==> src/hdl/pic_regs.svh <==
// register offsets, field positions and reset values of the interrupt control
`ifndef PIC_REGS_SVH
`define PIC_REGS_SVH
// printed offsets are not word multiples: these are indices, byte addr = 4*idx
`define PRIO_IDX 16'hFF21
`define ENABLE_IDX 16'hFF23
`define FLAGS_IDX 16'hFF25
`define IRQ_CLEAR_IDX 16'hFF26
`define IRQ_STATUS_IDX 16'hFF27
`define IRQ_ENABLE_IDX 16'hFF28
`define CASCADE_IDX 16'hFF29
`define PRIO_RESET 8'h00
`define ENABLE_RESET 8'h00
`define FLAGS_RESET 8'h00
`define TIMER_PRIO_LSB 2
`define KEYIN_PRIO_LSB 0
`define BIT_TIMER1 7
`define BIT_TIMER0 6
`define BIT_PORT_K1 5
`define BIT_KEYIN_UPPER 4
`define BIT_KEYIN_LOWER 3
`define BIT_SERIAL_ERROR 2
`define BIT_SERIAL_RX 1
`define BIT_SERIAL_TX 0
`define EVT_FLAG_SET 0
`define EVT_REQUEST_RISE 1
`endif

==> src/hdl/pic_pkg.sv <==
// types shared by the interrupt control block
package pic_pkg;
  typedef logic [1:0] level_t;
  typedef struct packed {
    logic timer1;
    logic timer0;
    logic port_k1_pair;
    logic keyin_upper;
    logic keyin_lower;
    logic serial_error;
    logic serial_rx;
    logic serial_tx;
  } sources_s;
  typedef struct packed {
    logic valid;
    level_t level;
    logic [2:0] source;
  } request_s;
  typedef enum logic {ADDR_WAIT, DATA_PHASE} bus_state_e;
endpackage : pic_pkg

==> src/hdl/peripheral_interrupt_control.sv <==
// peripheral interrupt flags, enables, priorities and request to the cpu
`timescale 1ns/1ps
`default_nettype none
`include "pic_regs.svh"

module peripheral_interrupt_control (
  input wire logic clk_sys,
  input wire logic rstn,
  input wire logic [31:0] haddr,
  input wire logic [1:0] htrans,
  input wire logic hwrite,
  input wire logic [2:0] hsize,
  input wire logic [31:0] hwdata,
  input wire logic hsel,
  input wire logic hready,
  output logic [31:0] hrdata,
  output logic hreadyout,
  output logic hresp,
  input wire pic_pkg::sources_s cause_event,
  input wire logic timer0_underflow,
  input wire logic timer1_underflow,
  output pic_pkg::request_s cpu_request,
  output logic irq
);

  // ****************************************
  // bus slave
  // ****************************************
  logic wr_pend;
  logic [15:0] wr_idx;
  logic [7:0] prio;
  logic [7:0] enable;
  logic [7:0] flags;
  logic [1:0] irq_status;
  logic [1:0] irq_enable;
  logic cascade;
  logic [7:0] next_flags;
  logic [7:0] wdata;
  logic write_flags;

  function automatic logic [15:0] word_index(input logic [31:0] a);
    word_index = a[17:2];
  endfunction : word_index

  assign hreadyout = 1'b1;
  assign hresp = 1'b0;
  assign wdata = hwdata[7:0];

  always_ff @(posedge clk_sys) begin
    if (!rstn) begin
      wr_pend <= 1'b0;
      wr_idx <= 16'h0000;
    end else begin
      wr_pend <= hsel && hready && htrans[1] && hwrite;
      wr_idx <= word_index(haddr);
    end
  end

  always_ff @(posedge clk_sys) begin
    if (!rstn) begin
      hrdata <= 32'h0000_0000;
    end else if (hsel && hready && htrans[1] && !hwrite) begin
      if (word_index(haddr) == `PRIO_IDX) begin
        hrdata <= {24'h000000, 4'h0, prio[3:0]};
      end else if (word_index(haddr) == `ENABLE_IDX) begin
        hrdata <= {24'h000000, enable};
      end else if (word_index(haddr) == `FLAGS_IDX) begin
        hrdata <= {24'h000000, flags};
      end else if (word_index(haddr) == `IRQ_STATUS_IDX) begin
        hrdata <= {30'h00000000, irq_status};
      end else if (word_index(haddr) == `IRQ_ENABLE_IDX) begin
        hrdata <= {30'h00000000, irq_enable};
      end else if (word_index(haddr) == `CASCADE_IDX) begin
        hrdata <= {31'h00000000, cascade};
      end else begin
        hrdata <= 32'h0000_0000;
      end
    end
  end

  // ****************************************
  // priority, enable and mode registers
  // ****************************************
  always_ff @(posedge clk_sys) begin
    if (!rstn) begin
      prio <= `PRIO_RESET;
      enable <= `ENABLE_RESET;
      irq_enable <= 2'h0;
      cascade <= 1'b0;
    end else if (wr_pend) begin
      if (wr_idx == `PRIO_IDX) begin
        prio <= {4'h0, wdata[3:0]};
      end else if (wr_idx == `ENABLE_IDX) begin
        enable <= wdata;
      end else if (wr_idx == `IRQ_ENABLE_IDX) begin
        irq_enable <= wdata[1:0];
      end else if (wr_idx == `CASCADE_IDX) begin
        cascade <= wdata[0];
      end
    end
  end

  // ****************************************
  // cause flags
  // ****************************************
  logic [7:0] set_vec;
  always_comb begin
    set_vec = cause_event;
    // cascaded: timer 1 source set only when both timers underflow together, timer 0 source never set
    set_vec[`BIT_TIMER1] = cascade ? timer0_underflow && timer1_underflow
                                   : timer1_underflow;
    set_vec[`BIT_TIMER0] = !cascade && timer0_underflow;
  end

  assign write_flags = wr_pend && (wr_idx == `FLAGS_IDX);

  always_comb begin
    next_flags = flags;
    if (write_flags) begin
      next_flags = flags & ~wdata;
    end
    next_flags = next_flags | set_vec;
  end

  always_ff @(posedge clk_sys) begin
    if (!rstn) begin
      flags <= `FLAGS_RESET;
    end else begin
      flags <= next_flags;
    end
  end

  // ****************************************
  // request to cpu
  // ****************************************
  function automatic pic_pkg::level_t src_level(input logic [2:0] s,
                                                input logic [7:0] p);
    if (s >= 3'd6) begin
      src_level = p[`TIMER_PRIO_LSB +: 2];
    end else if (s == 3'd5) begin
      src_level = p[`KEYIN_PRIO_LSB +: 2];
    end else begin
      src_level = 2'h3;
    end
  endfunction : src_level

  pic_pkg::request_s next_request;
  logic [7:0] active;
  assign active = flags & enable;

  always_comb begin
    next_request = '0;
    for (int i = 0; i < 8; i++) begin
      if (active[i] && src_level(3'(i), prio) != 2'h0 &&
          src_level(3'(i), prio) >= next_request.level) begin
        next_request.valid = 1'b1;
        next_request.level = src_level(3'(i), prio);
        next_request.source = 3'(i);
      end
    end
  end

  always_ff @(posedge clk_sys) begin
    if (!rstn) begin
      cpu_request <= '0;
    end else begin
      cpu_request <= next_request;
    end
  end

  // ****************************************
  // interrupt status
  // ****************************************
  logic req_prev;
  logic [1:0] next_status;
  always_comb begin
    next_status = irq_status;
    if (wr_pend && wr_idx == `IRQ_CLEAR_IDX) begin
      next_status = irq_status & ~wdata[1:0];
    end
    next_status[`EVT_FLAG_SET] = next_status[`EVT_FLAG_SET] | (|set_vec);
    next_status[`EVT_REQUEST_RISE] = next_status[`EVT_REQUEST_RISE] |
                                     (next_request.valid && !req_prev);
  end

  always_ff @(posedge clk_sys) begin
    if (!rstn) begin
      irq_status <= 2'h0;
      req_prev <= 1'b0;
    end else begin
      irq_status <= next_status;
      req_prev <= next_request.valid;
    end
  end

  assign irq = |(irq_status & irq_enable);

  // ****************************************
  // checks
  // ****************************************
  property p_flag_set;
    @(posedge clk_sys) disable iff (!rstn)
    cause_event.serial_rx |=> flags[`BIT_SERIAL_RX];
  endproperty
  a_flag_set: assert property (p_flag_set)
    else $error("serial rx flag not set");

  property p_w1c;
    @(posedge clk_sys) disable iff (!rstn)
    write_flags && wdata[0] && !cause_event.serial_tx |=> !flags[0];
  endproperty
  a_w1c: assert property (p_w1c)
    else $error("flag not cleared by one");

  property p_w0_keep;
    @(posedge clk_sys) disable iff (!rstn)
    write_flags && !wdata[2] && flags[2] |=> flags[2];
  endproperty
  a_w0_keep: assert property (p_w0_keep)
    else $error("flag lost on zero write");

  property p_cascade_t0;
    @(posedge clk_sys) disable iff (!rstn)
    cascade && !flags[6] && !(write_flags && wdata[6]) |=> !flags[6];
  endproperty
  a_cascade_t0: assert property (p_cascade_t0)
    else $error("timer 0 flag set in cascade");

  property p_cascade_t1;
    @(posedge clk_sys) disable iff (!rstn)
    cascade && timer1_underflow && !timer0_underflow && !flags[7] &&
    !cause_event.timer1 |=> !flags[7];
  endproperty
  a_cascade_t1: assert property (p_cascade_t1)
    else $error("timer 1 alone set flag in cascade");

  property p_no_req;
    @(posedge clk_sys) disable iff (!rstn)
    (active == 8'h00) |=> !cpu_request.valid;
  endproperty
  a_no_req: assert property (p_no_req)
    else $error("request without active source");

  property p_level0;
    @(posedge clk_sys) disable iff (!rstn)
    cpu_request.valid |-> cpu_request.level != 2'h0;
  endproperty
  a_level0: assert property (p_level0)
    else $error("level zero requested");

  property p_timer_level;
    @(posedge clk_sys) disable iff (!rstn)
    cpu_request.valid && cpu_request.source == 3'd7 |->
      cpu_request.level == $past(prio[3:2]);
  endproperty
  a_timer_level: assert property (p_timer_level)
    else $error("timer level mismatch");

  property p_key_level;
    @(posedge clk_sys) disable iff (!rstn)
    cpu_request.valid && cpu_request.source == 3'd5 |->
      cpu_request.level == $past(prio[1:0]);
  endproperty
  a_key_level: assert property (p_key_level)
    else $error("key level mismatch");

  property p_enable_gate;
    @(posedge clk_sys) disable iff (!rstn)
    cpu_request.valid |->
      |($past(enable) & (8'h01 << cpu_request.source));
  endproperty
  a_enable_gate: assert property (p_enable_gate)
    else $error("request from disabled source");

  property p_key_enable;
    @(posedge clk_sys) disable iff (!rstn)
    cpu_request.valid && cpu_request.source == 3'd5 |->
      $past(enable[`BIT_PORT_K1]);
  endproperty
  a_key_enable: assert property (p_key_enable)
    else $error("key pair request while disabled");

  property p_reset_zero;
    @(posedge clk_sys)
    !rstn |=> flags == 8'h00 && enable == 8'h00 && prio == 8'h00;
  endproperty
  a_reset_zero: assert property (p_reset_zero)
    else $error("registers not zero after reset");

endmodule : peripheral_interrupt_control
`default_nettype wire

==> config.mk <==
export PLATFORM = sky130hd
export DESIGN_NAME = peripheral_interrupt_control
export DESIGN_NICKNAME = d
export VERILOG_FILES = /design/src/hdl/pic_pkg.sv /design/src/hdl/peripheral_interrupt_control.sv
export VERILOG_INCLUDE_DIRS = /design/src /design/src/hdl
export SDC_FILE = /design/constraint.sdc
export NUM_CORES = 1
export LEC_CHECK = 0
export ABC_AREA = 1
export BUFFER_PORTS_ARGS = -buffer_cell sky130_fd_sc_hd__buf_2
export CAP_MARGIN = 20
export CORE_ASPECT_RATIO = 1.4
export CORE_UTILIZATION = 45
export CTS_CLUSTER_DIAMETER = 200
export CTS_CLUSTER_SIZE = 14
export DETAILED_ROUTE_END_ITERATION = 8
export HOLD_SLACK_MARGIN = 0.08
export PLACE_DENSITY = 0.8
export SLEW_MARGIN = 20
export SYNTH_ARGS = -nofsm -noshare
export SYNTH_HDL_FRONTEND = slang
export SYNTH_SLANG_ARGS = --single-unit
==> constraint.sdc <==
create_clock -name clk_sys -period 5.11 [get_ports clk_sys]
set_input_delay 0.2555 -clock clk_sys [delete_from_list [all_inputs] [get_ports clk_sys]]
set_output_delay 0.2555 -clock clk_sys [all_outputs]
set_load 0.03 [all_outputs]
==> key figures <==
Clock tree
  • Clock latency at the later pin of the worst-skew pair: 310 ps
  • CTS buffer count: 5
  • Number of H-tree levels: 2
  • Clk sinks: 56
  • # resized after CTS: 0
  • CTS root buf: clkbuf_8
  • CTS tree: yes
  • Max clock buf depth: 2
  • Post-CTS setup buffer count: 0
  • # hold bufs at CTS: 0
  • Clock Pin Slew Worst Setup and Hold Paths: 90 ps

Timing
  • Fin crit share: 79.1%
  • Skew final: 7.66 ps
  • Final Max Slew Viols: 0
  • Endpoints failing hold: 0
  • Final setup vio count: 0
  • Final min period: 4040 ps
  • TNS Setup: 0 ps
  • RSZ-0062 raised after global routing: no
  • Fmax: 247 MHz
  • Relative slew slack: 49.6%
  • Worst-Margin Slew: 752 ps

Power
  • Leakage: 1.58 nW
  • Maximum VDD drop: 0.173 mV
  • Power, Total: 0.798 mW
  • P per Cell Area: 251 mW/mm^2

Drt
  • WL final: 6650 um
  • Total number of vias: 2713
  • DRC viols: 0
  • WL per Instance: 12.4 um
  • Drt pass-1 iters: 5
  • Vias per cell: 5.06
  • Routed Antenna Nets: 0
  • 1st-iter DRT viols: 125

Synth
  • Top cell type's share of synthesized area: 38.9%
  • Avg Inst Size Synth: 6.94 um^2
  • Register bit count reported by yosys: 56
  • Syn Inst Count: 416
  • Synth cell types: 32
  • Cell Area, Synth: 0.00289 mm^2
  • Register area share after synthesis: 38.9%
  • Synth Warn #: 0
  • Biggest area consumer among synthesized cells: dfxtp_1
  • Top cells by area, synth: dfxtp_1, nand2_1, inv_1, buf_4, a21oi_1

Die
  • Starting Density: 46.5%
  • Die width: 69.7 um
  • Die height: 96.7 um
  • Die Area: 0.00674 mm^2
  • IO Count: 125
  • Core area: 0.00621 mm^2
  • Site row count: 34

Cells and area
  • # diodes: 0
  • Final nets: 554
  • Fillers: 611
  • Area Overhead vs Synth: 10.1%
  • Layout cells sized above 1: 15.5%
  • Finished Core Util: 51.2%

Setup path
  • Buf+Inv Stages, Crit Path: 2
  • Crit path DAT: 4230 ps
  • Max FO, Critical Path: 6
  • Crit-path cells: nand2_1 -> nand2_1 -> nor4_2 -> inv_1 -> ha_1 -> o21ai_0 -> nand2_1 -> nand2_1 -> nand2_1 -> o21ai_0 -> inv_1 -> ha_1 -> o21ai_0 -> nand2_1 -> nand4_1 -> nor2_1 -> a21oi_1 -> ha_1 -> o21ai_0 -> nand2_1 -> nand4_1 -> nand2_1 -> o21ai_0 -> o21ai_0
  • Top cell by count, worst path: nand2_1
  • Critical Path Sink Type: flop
  • CP Class: flop to flop
  • CP Launch Point: flags[3]
  • Worst path max stage delay: 410 ps
  • Worst-path cell with the longest stage delay: o21ai_0
  • CP Launch Type: flop
  • Top cell family by delay on the critical path: compound AO/OA/AOI/OAI gates
  • Reg-to-Reg Start: flags[3]
  • WP data required: 5300 ps

Global route
  • Initial antenna violation count: 0
  • First-pass GRT wire length: 11200 um
  • Vias in the first global route: 2572
  • Largest net degree at the start of global routing: 31
  • All-Layer GR Usage: 20.7%
  • Total congestion overflow: 0

Worst hold path
  • Worst min-delay path class: input pin to flop
  • Hold Crit Start: haddr[14]

Place
  • Post-DP HPWL: 5300 um
  • IO Port Bufs: 52
  • Routability cong.: 0.918

Status
  • Run status: completed

Run
  • Max-cap violations: 0
==> report_power, final <==
group	internal (mW)	switching [mW]
Combinational	0.0209	0.0615
Sequential	0.449	0.00969
Clock	0.121	0.136
Total	0.591	0.207
==> state kept, by name, summed over array words and instances (netlist names), 2 cells and up <==
register,flops
wr_idx,16
cpu_request,5
irq_enable,2
flags,8
irq_status,2
hrdata,8
prio,4
enable,8
==> kinds of logic after synthesis <==
group | synth area share, %
AO/OA/AOI/OAI | 10.9
adder cells (fa/ha/maj) | 2.60
buffers and inverters | 16.4
flip-flops | 38.9
other | 0.260
AND/OR/NAND/NOR | 31.0
==> path summary, 6_finish.rpt <==
kind / end / slack, ps / cells after the start
worst max-delay path: irq_status[1] / 1070 / 24
worst min-delay path: wr_idx[12] / 140 / 3
worst max register to register: irq_status[1] / 1070 / 24
worst min register to register: irq_status[1] / 460 / 1
==> metrics by stage <==
step	worst slack, ps	instance area [um^2]	cells	hold WS (ps)
3_5_place_dp	1060	3080	529	451
6_report	1070	3180	536	136
3_3_place_gp	1190	3080	529	442
5_1_grt	508	3180	536	145
4_1_cts	1050	3180	536	141
2_1_floorplan	1720	2980	440	349
==> cells in the mapped netlist, drive strengths merged <==
master and count:
nor3 5, buf 29, a31oi 1, conb 2, nor3b 2, nand2 99, nor2 33, inv 60
nand4 10, ha 6, clkbuf 6, nor4 3, a21oi 39, o211ai 1, or2 1, a21boi 1
o21ai 18, a22o 1, dfxtp 56, nand3b 2, clkinv 1, nand3 40
==> metal layers <==
metal / up-vias / global-route usage, % / part of all wire, %
li1: 1370 / - / -
met1: 1236 / 21.4 / 37
met2: 81 / 39.6 / 55
met3: 26 / 2.60 / 3.8
met4: 0 / 10.9 / 4.1
met5: - / 0 / 0
==> cell type report <==
type	count	area [um^2]	share of cell area, %
multi-input combinational	288	1380	43.5
inverter	61	229	7.20
clock buffer	7	96.3	3.03
timing repair buffer	52	260	8.19
sequential	56	1120	35.3
tap	72	90.1	2.83
==> worst register-to-register path: stages, from the launching register on <==
cell     delay (ps)
dfxtp_1         370
nand2_1         100
nand2_1          80
nor4_2          310
inv_1            90
ha_1            270
o21ai_0         160
nand2_1          80
nand2_1         110
nand2_1          90
o21ai_0         170
inv_1            90
ha_1            270
o21ai_0         150
nand2_1          70
nand4_1         160
nor2_1           60
a21oi_1         140
ha_1            250
o21ai_0         150
nand2_1          70
nand4_1          90
nand2_1          70
o21ai_0         410
o21ai_0         130
==> cells in the final DEF, fill, tap and decap left out, types with 10 or more instances in the layout <==
cell type,instances
nand2_1,98
inv_1,58
dfxtp_1,56
buf_2,52
a21oi_1,39
nand3_1,39
nor2_1,29
conb_1,26
o21ai_0,17
nand4_1,10
Power figures use the tool's default switching activity.
